$ cat config.mk
export PLATFORM = sky130hd
export DESIGN_NAME = serial_link_control_regs
export DESIGN_NICKNAME = d
export VERILOG_FILES = /design/src/shared/link_ctrl_pkg.sv /design/src/shared/mode_cfg_if.sv /design/src/mode_decode.sv /design/src/serial_link_control_regs.sv
export VERILOG_INCLUDE_DIRS = /design/src /design/src/shared
export SDC_FILE = /design/constraint.sdc
export NUM_CORES = 1
export LEC_CHECK = 0
export ABC_CLOCK_PERIOD_IN_PS = 5710
export BUFFER_PORTS_ARGS = -buffer_cell sky130_fd_sc_hd__buf_2
export CAP_MARGIN = 25
export CORE_ASPECT_RATIO = 2
export CORE_MARGIN = 2
export CORE_UTILIZATION = 45
export CTS_CLUSTER_DIAMETER = 200
export CTS_CLUSTER_SIZE = 28
export DETAILED_ROUTE_END_ITERATION = 16
export PLACE_DENSITY = 0.83
export SYNTH_ARGS = -nofsm -noshare
export SYNTH_HDL_FRONTEND = slang
export SYNTH_SLANG_ARGS = --single-unit
export TNS_END_PERCENT = 5
$ cat constraint.sdc
create_clock -name CORE_CLK_I -period 5.71 [get_ports CORE_CLK_I]
set_clock_uncertainty 0.05 [all_clocks]
set_input_delay 1.142 -clock CORE_CLK_I [delete_from_list [all_inputs] [get_ports CORE_CLK_I]]
set_output_delay 1.142 -clock CORE_CLK_I [all_outputs]
set_load 0.02 [all_outputs]
$ cat src/shared/link_ctrl_defines.svh
// register indices, reset values and field positions of the link control bank
`ifndef LINK_CTRL_DEFINES_SVH
`define LINK_CTRL_DEFINES_SVH

// register indices; byte address is four times the index
`define IDX_TS_LSB       10'h160
`define IDX_LINK_EN      10'h200
`define IDX_MODE         10'h201
`define IDX_KM1          10'h202
`define IDX_AUX          10'h210
`define IDX_STATUS       10'h211

// reset values
`define RST_TS_LSB       1'b0
`define RST_LINK_EN      1'b1
`define RST_MODE         6'h00
`define RST_KM1          8'h1F
`define RST_CAL_EN       1'b0
`define RST_TS_RECV      1'b0

// field positions
`define BIT_TS_EN        0
`define BIT_LINK_EN      0
`define MODE_MSB         5
`define KM1_MSB          7
`define BIT_CAL_EN       0
`define BIT_TS_RECV      1
`define BIT_STAT_RUN     0
`define BIT_STAT_64B     1
`define STAT_K_LSB       8
`define STAT_K_MSB       17
`define BIT_SAMPLE_CTRL  0

// link constants
`define K_64B_NUM        16'h0100
`define ILA_CS_VALUE     2'h0

`endif

$ cat src/shared/link_ctrl_pkg.sv
// types shared by the link control bank and its mode decoder
package link_ctrl_pkg;

	typedef logic [5:0] mode_t;
	typedef logic [7:0] km1_t;
	typedef logic [9:0] kcount_t;

	typedef enum logic [0:0]
	{
		LINK_HELD = 1'b0,
		LINK_RUN  = 1'b1
	} link_state_e;

endpackage : link_ctrl_pkg

$ cat src/shared/mode_cfg_if.sv
// mode and multiframe settings passed to the mode decoder and back
`timescale 1ns/1ps
interface mode_cfg_if;
	link_ctrl_pkg::mode_t   mode;
	link_ctrl_pkg::km1_t    km1;
	logic                   is_64b;
	link_ctrl_pkg::kcount_t k_eff_m1;

	modport ctrl
	(
		output mode,
		output km1,
		input  is_64b,
		input  k_eff_m1
	);

	modport decode
	(
		input  mode,
		input  km1,
		output is_64b,
		output k_eff_m1
	);
endinterface : mode_cfg_if

$ cat src/mode_decode.sv
// decodes output mode into link layer and effective frames per multiframe minus one
`timescale 1ns/1ps
`include "link_ctrl_defines.svh"
module mode_decode #(
	parameter link_ctrl_pkg::mode_t FIRST_64B_MODE = 6'h20,
	parameter int                   E_64B          = 1,
	parameter int                   F_64B          = 8
) (
	mode_cfg_if.decode cfg
);

	logic [15:0] k_64b;

	always_comb
	begin
		k_64b      = 16'(`K_64B_NUM * 16'(E_64B) / 16'(F_64B));
		cfg.is_64b = (cfg.mode >= FIRST_64B_MODE);
		if (cfg.is_64b)
			cfg.k_eff_m1 = 10'(k_64b - 16'h0001);
		else
			cfg.k_eff_m1 = {2'h0, cfg.km1};
	end

endmodule : mode_decode

$ cat src/serial_link_control_regs.sv
// link control register bank with sample formatting and multiframe counter
//
// Register access over Wishbone is this design's own decision.
`timescale 1ns/1ps
`include "link_ctrl_defines.svh"
module serial_link_control_regs #(
	parameter int                   CHANNELS       = 4,
	parameter int                   RES            = 12,
	parameter int                   N_BITS         = 16,
	parameter link_ctrl_pkg::mode_t FIRST_64B_MODE = 6'h20,
	parameter int                   E_64B          = 1,
	parameter int                   F_64B          = 8
) (
	// clock and reset
	input  wire logic                       CORE_CLK_I,
	input  wire logic                       RST_N_I,
	// wishbone slave
	input  wire logic                       CYC_I,
	input  wire logic                       STB_I,
	input  wire logic                       WE_I,
	input  wire logic [11:0]                ADR_I,
	input  wire logic [3:0]                 SEL_I,
	input  wire logic [31:0]                DAT_I,
	output logic      [31:0]                DAT_O,
	output logic                            ACK_O,
	// converter samples and pins
	input  wire logic [CHANNELS*RES-1:0]    ADC_SAMPLE_I,
	input  wire logic                       TIMESTAMP_I,
	input  wire logic                       SYSREF_I,
	// transport output
	output logic      [CHANNELS*N_BITS-1:0] SAMPLE_O,
	output logic      [1:0]                 ILA_CS_O,
	output logic                            MF_BOUNDARY_O,
	// link control
	output logic                            LINK_RESET_N_O,
	output logic                            SERDES_POWER_DOWN_O,
	output logic                            LINK_CLK_ENABLE_O,
	output logic                            LINK_IS_64B_O,
	output logic      [5:0]                 LINK_OUTPUT_MODE_O,
	output logic                            CAL_ENABLE_O,
	output logic                            TS_RECV_ENABLE_O
);

	////////////////////////////////////////////////////////////////////////
	// declarations

	mode_cfg_if cfg ();

	logic                       ack;
	logic                       next_ack;
	logic [31:0]                rdata;
	logic [31:0]                next_rdata;
	logic [9:0]                 index;
	logic                       wr_lane0;

	logic                       timestamp_insert_enable;
	logic                       next_timestamp_insert_enable;
	logic                       link_subsystem_enable;
	logic                       next_link_subsystem_enable;
	link_ctrl_pkg::mode_t       link_output_mode;
	link_ctrl_pkg::mode_t       next_link_output_mode;
	link_ctrl_pkg::km1_t        multiframe_length_minus_one;
	link_ctrl_pkg::km1_t        next_multiframe_length_minus_one;
	logic                       cal_enable;
	logic                       next_cal_enable;
	logic                       timestamp_receiver_enable;
	logic                       next_timestamp_receiver_enable;

	link_ctrl_pkg::link_state_e state;
	link_ctrl_pkg::link_state_e next_state;
	link_ctrl_pkg::kcount_t     mf_count;
	link_ctrl_pkg::kcount_t     next_mf_count;
	logic                       boundary;
	logic                       next_boundary;
	logic                       link_rst_n;
	logic                       next_link_rst_n;
	logic                       serdes_pd;
	logic                       next_serdes_pd;
	logic                       clk_en;
	logic                       next_clk_en;
	logic                       is_64b_q;
	logic                       next_is_64b_q;

	logic                       sysref_meta;
	logic                       sysref_sync;
	logic                       sysref_prev;
	logic                       sysref_rise;
	logic                       ts_meta;
	logic                       ts_sync;
	logic                       ts_bit;

	////////////////////////////////////////////////////////////////////////
	// mode decoder

	assign cfg.mode = link_output_mode;
	assign cfg.km1  = multiframe_length_minus_one;

	mode_decode #(
		.FIRST_64B_MODE (FIRST_64B_MODE),
		.E_64B          (E_64B),
		.F_64B          (F_64B)
	) u_mode_decode (
		.cfg (cfg.decode)
	);

	////////////////////////////////////////////////////////////////////////
	// wishbone slave: ack one cycle after request, writes land at ack edge

	assign index    = ADR_I[11:2];
	assign wr_lane0 = CYC_I && STB_I && WE_I && ack && SEL_I[0];

	always_comb
	begin
		next_ack   = CYC_I && STB_I && !ack;
		next_rdata = 32'h0000_0000;
		// unmapped addresses still ack and read zero
		case (index)
			`IDX_TS_LSB:
				next_rdata[`BIT_TS_EN] = timestamp_insert_enable;
			`IDX_LINK_EN:
				next_rdata[`BIT_LINK_EN] = link_subsystem_enable;
			`IDX_MODE:
				next_rdata[`MODE_MSB:0] = link_output_mode;
			`IDX_KM1:
				next_rdata[`KM1_MSB:0] = multiframe_length_minus_one;
			`IDX_AUX:
			begin
				next_rdata[`BIT_CAL_EN]  = cal_enable;
				next_rdata[`BIT_TS_RECV] = timestamp_receiver_enable;
			end
			`IDX_STATUS:
			begin
				next_rdata[`BIT_STAT_RUN] = (state == link_ctrl_pkg::LINK_RUN);
				next_rdata[`BIT_STAT_64B] = is_64b_q;
				next_rdata[`STAT_K_MSB:`STAT_K_LSB] = cfg.k_eff_m1;
			end
			default:
				next_rdata = 32'h0000_0000;
		endcase
	end

	always_ff @(posedge CORE_CLK_I or negedge RST_N_I)
	begin
		if (!RST_N_I)
		begin
			ack   <= 1'b0;
			rdata <= 32'h0000_0000;
		end
		else
		begin
			ack   <= next_ack;
			rdata <= next_rdata;
		end
	end

	assign ACK_O = ack;
	assign DAT_O = rdata;

	////////////////////////////////////////////////////////////////////////
	// register file; reserved bits are not stored and read zero

	always_comb
	begin
		next_timestamp_insert_enable     = timestamp_insert_enable;
		next_link_subsystem_enable       = link_subsystem_enable;
		next_link_output_mode            = link_output_mode;
		next_multiframe_length_minus_one = multiframe_length_minus_one;
		next_cal_enable                  = cal_enable;
		next_timestamp_receiver_enable   = timestamp_receiver_enable;
		// writes are not interlocked; ordering is the host's duty
		if (wr_lane0)
		begin
			case (index)
				`IDX_TS_LSB:
					next_timestamp_insert_enable = DAT_I[`BIT_TS_EN];
				`IDX_LINK_EN:
					next_link_subsystem_enable = DAT_I[`BIT_LINK_EN];
				`IDX_MODE:
					next_link_output_mode = DAT_I[`MODE_MSB:0];
				`IDX_KM1:
					next_multiframe_length_minus_one = DAT_I[`KM1_MSB:0];
				`IDX_AUX:
				begin
					next_cal_enable                = DAT_I[`BIT_CAL_EN];
					next_timestamp_receiver_enable = DAT_I[`BIT_TS_RECV];
				end
				default:
					next_cal_enable = cal_enable;
			endcase
		end
	end

	always_ff @(posedge CORE_CLK_I or negedge RST_N_I)
	begin
		if (!RST_N_I)
		begin
			timestamp_insert_enable     <= `RST_TS_LSB;
			link_subsystem_enable       <= `RST_LINK_EN;
			link_output_mode            <= `RST_MODE;
			multiframe_length_minus_one <= `RST_KM1;
			cal_enable                  <= `RST_CAL_EN;
			timestamp_receiver_enable   <= `RST_TS_RECV;
		end
		else
		begin
			timestamp_insert_enable     <= next_timestamp_insert_enable;
			link_subsystem_enable       <= next_link_subsystem_enable;
			link_output_mode            <= next_link_output_mode;
			multiframe_length_minus_one <= next_multiframe_length_minus_one;
			cal_enable                  <= next_cal_enable;
			timestamp_receiver_enable   <= next_timestamp_receiver_enable;
		end
	end

	assign LINK_OUTPUT_MODE_O = link_output_mode;
	assign CAL_ENABLE_O       = cal_enable;
	assign TS_RECV_ENABLE_O   = timestamp_receiver_enable;

	////////////////////////////////////////////////////////////////////////
	// pin synchronisers

	always_ff @(posedge CORE_CLK_I or negedge RST_N_I)
	begin
		if (!RST_N_I)
		begin
			sysref_meta <= 1'b0;
			sysref_sync <= 1'b0;
			sysref_prev <= 1'b0;
			ts_meta     <= 1'b0;
			ts_sync     <= 1'b0;
		end
		else
		begin
			sysref_meta <= SYSREF_I;
			sysref_sync <= sysref_meta;
			sysref_prev <= sysref_sync;
			ts_meta     <= TIMESTAMP_I;
			ts_sync     <= ts_meta;
		end
	end

	assign sysref_rise = sysref_sync && !sysref_prev;

	////////////////////////////////////////////////////////////////////////
	// link state and multiframe counter

	always_comb
	begin
		next_state    = link_subsystem_enable ? link_ctrl_pkg::LINK_RUN
		                                      : link_ctrl_pkg::LINK_HELD;
		next_mf_count = mf_count;
		next_boundary = 1'b0;
		next_link_rst_n = link_subsystem_enable;
		next_serdes_pd  = !link_subsystem_enable;
		next_clk_en     = link_subsystem_enable;
		next_is_64b_q   = cfg.is_64b;
		case (state)
			link_ctrl_pkg::LINK_HELD:
				next_mf_count = '0;
			link_ctrl_pkg::LINK_RUN:
			begin
				if (sysref_rise || mf_count >= cfg.k_eff_m1)
				begin
					next_mf_count = '0;
					next_boundary = 1'b1;
				end
				else
					next_mf_count = mf_count + 10'h001;
			end
			default:
				next_mf_count = '0;
		endcase
		// no pulse on the edge where the link is switched off
		if (!link_subsystem_enable)
		begin
			next_mf_count = '0;
			next_boundary = 1'b0;
		end
	end

	always_ff @(posedge CORE_CLK_I or negedge RST_N_I)
	begin
		if (!RST_N_I)
		begin
			state      <= link_ctrl_pkg::LINK_HELD;
			mf_count   <= '0;
			boundary   <= 1'b0;
			link_rst_n <= 1'b0;
			serdes_pd  <= 1'b1;
			clk_en     <= 1'b0;
			is_64b_q   <= 1'b0;
		end
		else
		begin
			state      <= next_state;
			mf_count   <= next_mf_count;
			boundary   <= next_boundary;
			link_rst_n <= next_link_rst_n;
			serdes_pd  <= next_serdes_pd;
			clk_en     <= next_clk_en;
			is_64b_q   <= next_is_64b_q;
		end
	end

	assign MF_BOUNDARY_O       = boundary;
	assign LINK_RESET_N_O      = link_rst_n;
	assign SERDES_POWER_DOWN_O = serdes_pd;
	assign LINK_CLK_ENABLE_O   = clk_en;
	assign LINK_IS_64B_O       = is_64b_q;
	// alignment sequence never advertises the bit
	assign ILA_CS_O            = `ILA_CS_VALUE;

	////////////////////////////////////////////////////////////////////////
	// sample formatting

	always_comb
	begin
		// timestamp gated by insert enable
		// no extra stage: synchroniser already equals sample delay
		ts_bit = timestamp_insert_enable && ts_sync;
	end

	generate
		for (genvar ch = 0; ch < CHANNELS; ch++)
		begin : g_chan
			logic [RES-1:0]        smp_d1;
			logic [RES-1:0]        smp_d2;
			logic [N_BITS-1:0]     smp_out;
			logic [N_BITS-1:0]     next_smp_out;
			logic [N_BITS+RES-1:0] wide;

			always_comb
			begin
				// converter data left aligned in the N-bit field
				wide         = {smp_d2, {N_BITS{1'b0}}};
				next_smp_out = wide[N_BITS+RES-1 -: N_BITS];
				if (timestamp_insert_enable)
					next_smp_out[`BIT_SAMPLE_CTRL] = ts_bit;
				// zero from the edge the link clocks stop
				if (!link_subsystem_enable)
					next_smp_out = '0;
			end

			// two delays match the pin synchroniser
			always_ff @(posedge CORE_CLK_I or negedge RST_N_I)
			begin
				if (!RST_N_I)
				begin
					smp_d1  <= '0;
					smp_d2  <= '0;
					smp_out <= '0;
				end
				else
				begin
					smp_d1  <= ADC_SAMPLE_I[ch*RES +: RES];
					smp_d2  <= smp_d1;
					smp_out <= next_smp_out;
				end
			end

			assign SAMPLE_O[ch*N_BITS +: N_BITS] = smp_out;
		end
	endgenerate

endmodule : serial_link_control_regs

# --- Word level (Yosys, flattened, before mapping) ---
# Cells that the tools add are included.
classes:
  n_mux: 18
  bitwise: 1
  magnitude_cmp: 2
  eq_ne: 6
  n_reduce_logical: 16
  add_sub_neg: 1
op_table:
  columns: ["op", "count"]
  rows:
  - ["$mux 16", 4]
  - ["$eq 10x10->1 const B", 5]
  - ["$mux 10", 3]
  - ["$pmux 10 s2", 1]
  - ["$add 10x1->10 const B", 1]
  - ["$eq 10x9->1 const B", 1]
  - ["$ge 10x10->1", 1]
  - ["$reduce_and 2->1", 5]
  - ["$mux 8", 1]
  - ["$pmux 4 s2", 1]
  - ["$logic_and 1x1->1", 7]
  - ["$ge 6x6->1 const B", 1]
  - ["$pmux 1 s6", 1]
  - ["$mux 1", 5]
  - ["$pmux 1 s4", 1]
  - ["$logic_not 1->1", 3]
  - ["$mux 2", 1]
  - ["$logic_or 1x1->1", 1]
  - ["$not 1->1", 1]
totals:
  inputBits: 103
  wordCells: 75
  output_inout_bits: 112
  reg_bits: 217

# --- Longest topological paths before layout ---
# Gate-level depths: netlist of the first run.
depth:
  depth_word: 7
  depth_mapped: 7
  ltp_nobuf: 6

# --- Cells and area by module ---
# From an unflattened synthesis of the first run, not the netlist that was laid out.
hier_totals:
  cells_unflattened: 444
  hier_area_um2: 6729.0
modules_own_cells:
  columns: ["module", "seq_area_each_um2", "area_each_um2", "n_inst", "cells_each"]
  rows:
  - ["serial_link_control_regs", 5038.6, 6656.4, 1, 432]
  - ["mode_decode", 0.0, 72.6, 1, 12]

# --- Least setup slack after synthesis of the first run ---
# OpenSTA, ideal clock, no wires.
synth_timing:
  kind: "input to register"
  from: "input ADR_I[3]"
  to: "register cal_enable, in the netlist CAL_ENABLE_O"
  stages: 4
  required_ns: 5.532
  path_buffers: 0
  arrival_time_ns: 2.591
  setup_time_ns: 0.128
  path_slack_ns: 2.941
  cell_sequence: "or4_4 > or3b_4 > nor4_4 > mux2_1"
synth_between:
  elab_chain_len: 2
synth_rtl:
  columns: ["element", "line", "text"]
  rows:
  - ["start, declared", "serial_link_control_regs.sv:21", "input wire logic [11:0] ADR_I,"]
  - ["$eq 10x10->1", "serial_link_control_regs.sv:173", "case (index)"]
  - ["$reduce_and 2->1 (no source line)", null, null]
  - ["end signal, assigned", "serial_link_control_regs.sv:201", "cal_enable <= `RST_CAL_EN;"]
  - ["end signal, assigned", "serial_link_control_regs.sv:210", "cal_enable <= next_cal_enable;"]
  - ["end, declared", "serial_link_control_regs.sv:64", "logic cal_enable;"]
# Every way passes these cells.
# A chain may end at the register's enable or synchronous reset.

# --- Final worst setup path of the first run ---
layout_timing:
  from: "input ADR_I[7]"
  to: "register multiframe_length_minus_one[7], in the netlist cfg.km1[7]"
layout_between:
  elab_chain_len: 2
layout_rtl:
  columns: ["element", "line", "text"]
  rows:
  - ["$eq 10x10->1", "serial_link_control_regs.sv:173", null]
  - ["$reduce_and 2->1 (no source line)", null, null]
  - ["end signal, assigned", "serial_link_control_regs.sv:200", "multiframe_length_minus_one <= `RST_KM1;"]
  - ["end signal, assigned", "serial_link_control_regs.sv:209", "multiframe_length_minus_one <= next_multiframe_length_minus_one;"]
  - ["end, declared", "serial_link_control_regs.sv:62", "link_ctrl_pkg::km1_t multiframe_length_minus_one;"]
# Every way passes these cells.

==> results of run 1 <==
[area by class of cell]
cell class,count,share of cell area [%]
multi-input cells,200,17.3
flip-flops and latches,199,62.1
well taps,192,2.99
inverters,3,0.140
clock inverters,15,2.20
repair buffers,157,9.96
clock buffers,17,5.30
[kinds of logic (layout without fill, tap and decap cells)]
| kind of cell | Yosys count | in the layout | share of synthesized area, % |
|---|---|---|---|
| AOI/OAI and AO/OA | 15 | 15 | 1.83 |
| xor gates and xnor gates | 7 | 7 | 0.932 |
| adders and majority gates | 9 | 9 | 1.71 |
| buffers and inverters | 49 | 192 | 4.79 |
| DFF | 199 | 199 | 75.8 |
| muxes | 20 | 20 | 3.42 |
| other | 1 | 31 | 0.0570 |
| and+or+nand+nor | 118 | 118 | 11.4 |
[metal layers]
metal / wire, um / vias up / share of wire (%) / track usage [%]
met5: 0 / - / 0 / 0
met4: 429 / 0 / 3.6 / 9.27
met3: 677 / 25 / 5.7 / 4.72
met2: 6680 / 135 / 57 / 28.2
met1: 4000 / 1811 / 34 / 16.8
li1: - / 1642 / - / -
[worst max-delay path by stage]
stage	start	endpoint	slack, ns	cells past startpoint
2_1_floorplan	ADR_I[3]	CAL_ENABLE_O	2.94	4
3_3_place_gp	ADR_I[7]	cfg.km1[5]	2.65	5
3_5_place_dp	ADR_I[7]	cfg.km1[6]	2.61	5
4_1_cts	ADR_I[7]	cfg.km1[7]	3.06	5
5_1_grt	LINK_OUTPUT_MODE_O[5]	mf_count[0]	2.93	6
6_report	ADR_I[7]	cfg.km1[7]	3.02	5
[flip-flops by register name (all words and copies together), names as in the netlist, 6 cells and up]
signal / flops
g_chan.smp_out: 49
LINK_OUTPUT_MODE_O: 6
DAT_O: 16
cfg.km1: 8
g_chan.smp_d1: 48
g_chan.smp_d2: 48
mf_count: 10
[power by group]
| group | total [mW] | switching [mW] | internal [mW] |
|---|---|---|---|
| logic | 0.0824 | 0.0603 | 0.0221 |
| clock network | 1.18 | 0.554 | 0.629 |
| registers | 1.45 | 0.00907 | 1.45 |
[cells in the final DEF, fill, tap and decap left out, drive strengths merged, types with 3 or more instances in the layout]
cell,count
a22o,4
and2,50
and3,3
and4,3
buf,156
clkbuf,18
clkinv,4
conb,31
dfrtp,192
dfstp,7
ha,9
inv,12
mux2,20
nand2,8
nand2b,4
nand3,5
nor2,15
nor3,5
nor4,11
xor2,6
[worst max-delay path: stages]
cell     delay [ns]
buf_2          0.11
nor4b_2        0.36
and4_1         0.45
and4_1         0.49
mux2_2         0.39
==> impl_metrics.tcl, run 1 <==
set metrics [dict create \
    hpwl_um 8470 \
    grt_pass1_vias 3899 \
    wl_um 11800 \
    min_period_ns 2.69 \
    portBuffers 155 \
    fillCellCount 1136 \
    max_cap_viol_count 0 \
    postPlaceCellArea_um2 7430 \
    ctsHoldBuffers 0 \
    cts_max_level 4 \
    status "completed" \
    die_x_um 89.5 \
    syn_area_per_cell_um2 15.7 \
    synth_area_leader_cell "dfrtp_1" \
    layout-drive-gt1-share_pct 37.7 \
    routed-via-count 3613 \
    seq_area_um2 4990 \
    fp.dieH_um 175 \
    fmax_mhz 371 \
    dr.pass1.iters 4 \
    critPathRequiredTime_ns 5.97 \
    timing.final.ws_setup_ns 3.02 \
    dr.first_iter.drc_count 144 \
    core_um2 14400 \
    cts_resized 0 \
    via_per_inst 4.61 \
    grt_pass1_wl_um 18800 \
    tightest_slew_ns 0.895 \
    clockBufferDepth 2 \
    crit_path_start_kind "input port" \
    clkSinkCount 199 \
    grt_start_max_net_pins 69 \
    end_kind "flop" \
    hold_ws_ns 0.294 \
    synth_area_leaders "dfrtp_1 73%, and2_1 4.8%, buf_4 3.9%, dfstp_2 2.8%, mux2_2 2.6%" \
    leakagePower_nw 4.14 \
    finish.utilization_pct 55.9 \
    layout.cells.non_filler 783 \
    crit_type "input port to flop" \
    min_period_over_period_pct 47.2 \
    synthCells 418 \
    antenna_cells 0 \
    hp-class "flop to flop" \
    yosysWarnings 0 \
    synth.yosys.seq_area_share_pct 75.8 \
    initial_utilization_pct 45.8 \
    hold_path.startpoint "g_chan[0].smp_d1[0]" \
    rr_endpoint "mf_count[7]" \
    synth_top_area_share_pct 73.0 \
    syn-cell-area_um2 6580 \
    hold_viol 0 \
    worstPathArrival_ns 2.95 \
    rsz0062_at_grt "false" \
    drc 0 \
    overflow 0 \
    rr_worst_depth 6 \
    pin_count 215 \
    synthFlopType "dfrtp_1" \
    p_total_mw 2.72 \
    synth_common_cells "192 x dfrtp_1, 50 x and2_1, 34 x buf_4" \
    synth_cell_types 45 \
    timing.final.setup_violations 0 \
    clk_pin_slew_worst_paths_ns 0.07 \
    detail_route.wl_per_cell_um 15.0 \
    postCtsSetupBuffers 0 \
    finalSetupTns_ns 0 \
    vdd_drop_max_mv 0.254 \
    drv_slew 0 \
    track_usage_pct 16.3 \
    path_max_fanout 9 \
    powerDensity_nw_per_um2 339 \
    whs_path_depth 0 \
    finish.net_count 690 \
    root_buffer "clkbuf_16" \
    max_slew_margin_pct 40.1 \
    multi_input_area_um2 1390 \
    r2r_start "LINK_OUTPUT_MODE_O[5]" \
    synthToLayoutAreaGrowth_pct 22.0 \
    synth-seq-cells 199 \
    design_area_um2 8030 \
    dp_worst_setup_slack_ns 2.61 \
    dp_cells 751 \
    die_area_um2 15700 \
    reg2reg_slack_ns 3.06 \
    synth_most_common_cell "dfrtp_1" \
    synth-edff-count 0 \
    gp_congestion 0.797 \
    clk_latency_ns 0.43 \
    antenna_found_initial 0 \
    rows 62 \
    hold_end "g_chan[0].smp_d2[0]" \
    drtAntennaViolNets 0 \
    cts_tree "built" \
    cts_buffers 17 \
    async_reset_ff_share_pct 100 \
]
Note: power is estimated with default switching activity, not from simulation.
==> inputs of run 2 (changes only) <==
--- a/config.mk
+++ b/config.mk
@@ -6,7 +6,7 @@
 export SDC_FILE = /design/constraint.sdc
 export NUM_CORES = 1
 export LEC_CHECK = 0
-export ABC_CLOCK_PERIOD_IN_PS = 5710
+export ABC_CLOCK_PERIOD_IN_PS = 2500
 export BUFFER_PORTS_ARGS = -buffer_cell sky130_fd_sc_hd__buf_2
 export CAP_MARGIN = 25
 export CORE_ASPECT_RATIO = 2
==> constraint.sdc (replaced) <==
create_clock -name CORE_CLK_I -period 2.5 [get_ports CORE_CLK_I]
set_clock_uncertainty 0.05 [all_clocks]
set_input_delay 0.5 -clock CORE_CLK_I [delete_from_list [all_inputs] [get_ports CORE_CLK_I]]
set_output_delay 0.5 -clock CORE_CLK_I [all_outputs]
set_load 0.02 [all_outputs]
==> run 2 against run 1 <==
Net effect: power grew 120%; final cell count is 0.77% higher; critical path type is now flop to flop; sequential power is 130% higher; clock power grew 110%; critical path depth rose by 1; first-iteration DRC count up 29%; die area unchanged.
==> impl_metrics.tcl, run 2 (synthesized netlist as in run 1, its figures left out) <==
set metrics [dict create \
    reg2reg_slack_ns 0.17 \
    top_regs "g_chan.smp_out (49), g_chan.smp_d1 (48), g_chan.smp_d2 (48)" \
    hold_viol 0 \
    fillCellCount 1115 \
    clk_pin_slew_worst_paths_ns 0.07 \
    max_slew_margin_pct 63.6 \
    postPlaceCellArea_um2 7490 \
    max_cap_viol_count 0 \
    grt-busiest-layer "met2" \
    vdd_drop_max_mv 0.580 \
    final_cell_mix "192 x dfrtp_1, 154 x buf_2, 50 x and2_1" \
    routed-via-count 3592 \
    largest-register "g_chan.smp_out" \
    crit_type "flop to flop" \
    drc 0 \
    wl_um 11900 \
    drv_slew 0 \
    cts_buffers 17 \
    pin_count 215 \
    clkSinkCount 199 \
    rows 62 \
    fmax_mhz 429 \
    largest_register_ffs 49 \
    timing.final.ws_setup_ns 0.167 \
    core_um2 14400 \
    end_kind "flop" \
    dp_worst_setup_slack_ns 0.105 \
    antenna_found_initial 0 \
    grt_pass1_wl_um 19000 \
    worstPathArrival_ns 2.59 \
    die_x_um 89.5 \
    finish.net_count 696 \
    crit_chain "or2_2, ha_1, or3b_2, o2111ai_1, a31oi_2, nor4_1" \
    hp-class "input port to flop" \
    min_period_ns 2.33 \
    critPathMaxStageDelay_ns 0.46 \
    rsz0062_at_grt "false" \
    overflow 0 \
    grt.met2_usage_pct 28.8 \
    grt_start_max_net_pins 69 \
    finalSetupTns_ns 0 \
    drtAntennaViolNets 0 \
    root_buffer "clkbuf_16" \
    status "completed" \
    design_area_um2 8070 \
    slowest_stage "or3b_2" \
    die_area_um2 15700 \
    final_common_cell "dfrtp_1" \
    cp_top_family "simple AND/OR/NAND/NOR gates" \
    gp_congestion 0.792 \
    path_max_fanout 10 \
    dr.pass1.iters 4 \
    hpwl_um 8650 \
    tightest_slew_ns 0.545 \
    antenna_cells 0 \
    powerDensity_nw_per_um2 750 \
    postCtsSetupBuffers 0 \
    met3_usage_pct 4.68 \
    critPathRequiredTime_ns 2.76 \
    min_period_over_period_pct 93.3 \
    via_per_inst 4.55 \
    dr.first_iter.drc_count 186 \
    timing.final.setup_violations 0 \
    initial_utilization_pct 45.8 \
    finish.utilization_pct 56.2 \
    crit_path_start_kind "flop" \
    leakagePower_nw 4.17 \
    cts_max_level 4 \
    clockBufferDepth 2 \
    clk_latency_ns 0.42 \
    detail_route.wl_per_cell_um 15.1 \
    grt_pass1_vias 3908 \
    fp.dieH_um 175 \
    synthToLayoutAreaGrowth_pct 22.7 \
    met1_usage_pct 17.8 \
    layout-drive-gt1-share_pct 38.4 \
    portBuffers 155 \
    track_usage_pct 16.4 \
    critPathBufInv 0 \
    cts_tree "built" \
]
-- run 2: worst reg2reg max path: stages (launching register included) --
cell,delay [ns]
dfrtp_1,0.37
or2_2,0.31
ha_1,0.27
or3b_2,0.46
o2111ai_1,0.14
a31oi_2,0.27
nor4_1,0.36
-- run 2: repair_timing --
| item | in CTS | in global routing |
|---|---|---|
| endpoints found under the setup margin | 0 | 5 |
| hold buffers | 1 | 0 |
| gates resized for setup | 0 | 1 |
| endpoints found under the hold margin | 29 | 0 |
-- run 2: final timing paths --
| kind | startpoint | to | cells after the start |
|---|---|---|---|
| setup / recovery | LINK_OUTPUT_MODE_O[5] | mf_count[5] | 6 |
| setup reg to reg | LINK_OUTPUT_MODE_O[5] | mf_count[5] | 6 |
| hold reg to reg | g_chan[1].smp_d1[0] | g_chan[1].smp_d2[0] | 0 |
| hold / removal | ADC_SAMPLE_I[0] | g_chan[0].smp_d1[0] | 1 |
| max in group asynchronous | RST_N_I | g_chan[1].smp_d1[2] | 3 |
| min in group asynchronous | RST_N_I | g_chan[0].smp_out[10] | 2 |
-- run 2: routing by layer --
metal | vias up | part of all wire [%]
met3 | 20 | 5.6
met1 | 1794 | 35
met2 | 125 | 57
met5 | - | 0
li1 | 1653 | -
met4 | 0 | 2.7
-- run 2: power breakdown --
group | total, mW | internal (mW) | switching, mW
Clock | 2.53 | 1.31 | 1.22
Sequential | 3.32 | 3.30 | 0.0204
Combinational | 0.199 | 0.0583 | 0.141
-- run 2: layout make-up --
class                   count  area, um2  area share (%)
clock inverters            15        140            1.74
clock buffers              17        425            5.27
flip-flops and latches    199       4990            61.8
multi-input cells         200       1390            17.3
inverters                   3       11.3           0.140
well taps                 192        240            2.98
repair buffers            163        872            10.8
-- run 2: per-stage QoR --
stage	power [mW]	std cells	hold slack (ns)
after floorplan	3.47	448	0.154
after global routing	6.31	789	0.103
after detailed placement	3.59	756	0.285
after global placement	3.57	756	0.282
after CTS	6.14	789	0.110
final	6.05	789	0.134
==> inputs of run 3 (changes only) <==
--- a/config.mk
+++ b/config.mk
@@ -7,7 +7,6 @@
 export NUM_CORES = 1
 export LEC_CHECK = 0
 export ABC_CLOCK_PERIOD_IN_PS = 2500
-export BUFFER_PORTS_ARGS = -buffer_cell sky130_fd_sc_hd__buf_2
 export CAP_MARGIN = 25
 export CORE_ASPECT_RATIO = 2
 export CORE_MARGIN = 2
@@ -15,7 +14,8 @@
 export CTS_CLUSTER_DIAMETER = 200
 export CTS_CLUSTER_SIZE = 28
 export DETAILED_ROUTE_END_ITERATION = 16
-export PLACE_DENSITY = 0.83
+export DONT_BUFFER_PORTS = 1
+export PLACE_DENSITY = 0.71
 export SYNTH_ARGS = -nofsm -noshare
 export SYNTH_HDL_FRONTEND = slang
 export SYNTH_SLANG_ARGS = --single-unit
==> run 3 against run 2 <==
Net effect: global-route usage is 0.45 points lower; clock-buffer cell count is 1 higher; register-to-register slack worse by 0.07 ns; flip-flop and latch count stayed put; the flow now finishes with violations (negative hold slack); largest power group unchanged.
==> impl_metrics.tcl, run 3 (synthesized netlist as in run 1, its figures left out) <==
set metrics [dict create \
    status "finished, violations left" \
    violations "negative hold slack" \
    crit_chain "or2_2, ha_1, or3b_2, o2111ai_1, a31oi_4, nor4_1" \
    critPathMaxStageDelay_ns 0.46 \
    fmax_mhz 417 \
    via_per_inst 4.83 \
    worstPathArrival_ns 2.64 \
    drtAntennaViolNets 0 \
    reg2reg_slack_ns 0.10 \
    rsz0062_at_grt "false" \
    core_um2 14400 \
    root_buffer "clkbuf_16" \
    synthToLayoutAreaGrowth_pct 10.5 \
    crit_path_start "LINK_OUTPUT_MODE_O[5]" \
    end_kind "flop" \
    crit_type "flop to flop" \
    layout-drive-gt1-share_pct 16.2 \
    hold_ws_ns -0.285 \
    cts_buffers 17 \
    drc 0 \
    clockBufferDepth 2 \
    clkSinkCount 199 \
    final_common_cell "dfrtp_1" \
    wl_um 11500 \
    p_int_mw 4.74 \
    timing.final.setup_violations 0 \
    finish.net_count 537 \
    rr_worst_depth 6 \
    largest_register_ffs 49 \
    finish.utilization_pct 50.7 \
    fp.dieH_um 175 \
    powerDensity_nw_per_um2 831 \
    pin_count 215 \
    r2r_start "LINK_OUTPUT_MODE_O[5]" \
    combPwrFrac_pct 1.0 \
    critPathRequiredTime_ns 2.74 \
    crit_path_start_kind "flop" \
    die_x_um 89.5 \
    cts_tree "built" \
    rr_endpoint "mf_count[4]" \
    postCtsSetupBuffers 0 \
    max_slew_margin_pct 53.5 \
    track_usage_pct 15.9 \
    min_period_ns 2.40 \
    path_max_fanout 10 \
    dr.pass1.iters 4 \
    overflow 0 \
    vdd_drop_max_mv 0.529 \
    p_clk_share_pct 44.0 \
    top_regs "g_chan.smp_out (49), g_chan.smp_d1 (48), g_chan.smp_d2 (48)" \
    hold_viol 199 \
    initial_utilization_pct 45.8 \
    routed-via-count 3045 \
    detail_route.wl_per_cell_um 18.3 \
    p_total_mw 6.04 \
    drv_slew 0 \
    grt_pass1_vias 3239 \
    antenna_cells 0 \
    cts_max_level 4 \
    die_area_um2 15700 \
    p_sw_mw 1.30 \
    hp-class "input port to async pin" \
    gp_congestion 0.857 \
    slowest_stage "or3b_2" \
    finalSetupTns_ns 0 \
    rows 62 \
    grt_pass1_wl_um 17700 \
    clk_pin_slew_worst_paths_ns 0.07 \
    antenna_found_initial 0 \
    dp_cells 598 \
    leakagePower_nw 3.41 \
    p_seq_share_pct 55.0 \
    tightest_slew_ns 0.699 \
    clk_latency_ns 0.43 \
    netSwitchingFraction_pct 21.6 \
    largest-register "g_chan.smp_out" \
    dr.first_iter.drc_count 124 \
    grt_start_max_net_pins 200 \
    portBuffers 0 \
    layout.cells.non_filler 630 \
    hpwl_um 8050 \
    max_cap_viol_count 0 \
    min_period_over_period_pct 96.0 \
    final_cell_mix "192 x dfrtp_1, 50 x and2_1, 31 x conb_1" \
]
-- run 3: cell count changes in the layout (fill, tap and decap cells not counted), sizes merged --
cell	before	now
inv	9	11
dlygate4sd3	1	0
buf	161	4
clkinv	8	4
bufinv	0	1
-- run 3: final cells by class --
cell class                 instances  area (um2)
clock buffer                      18         429
clock inverter                    14         161
fill                            1171        7080
inverter                           3        11.3
multi-input combinational        200        1410
sequential                       199        4990
tap                              192         240
timing repair buffer               4        30.0
-- run 3: routing by layer --
metal  vias up  track usage (%)  wire length (um)
met3        18             4.63               622
li1       1334                -                 -
met1      1553             17.1              3990
met4         0             8.46               267
met5         -                0                 0
met2       140             27.3              6650
-- run 3: power groups by stage --
stage               registers, mW  logic [mW]  clock network (mW)
finish                       3.32      0.0589                2.66
global route                 3.33      0.0627                2.88
CTS                          3.32      0.0568                2.74
detailed placement           3.39      0.0566                   0
global placement             3.38      0.0559                   0
floorplan                    3.38      0.0923                   0
-- run 3: through the flow --
step | area (um2) | worst slack (ns)
after floorplan | 6690 | 0.251
after global placement | 6660 | 0.204
after detailed placement | 6660 | 0.0820
after CTS | 7250 | 0.0205
after global routing | 7270 | 0.0627
final | 7270 | 0.100
-- run 3: worst max path at each step --
stage,endpoint,slack (ns),cells past startpoint
2_1_floorplan,mf_count[2],0.25,6
3_3_place_gp,mf_count[3],0.20,6
3_5_place_dp,mf_count[7],0.08,6
4_1_cts,mf_count[7],0.02,6
5_1_grt,mf_count[4],0.06,6
6_report,mf_count[4],0.10,6
-- run 3: repair_timing --
item                       in CTS  in global routing
setup endpoints to repair       0                  8
hold endpoints to repair      199                199
gates resized for setup         0                  3
-- run 3: worst max-delay path: cells and delay by family, from the launching register on --
kind / cells / cell delay, ns
AOI/OAI and AO/OA: 2 / 0.39
adders and majority gates: 1 / 0.28
DFF: 1 / 0.38
and+or+nand+nor: 3 / 1.18
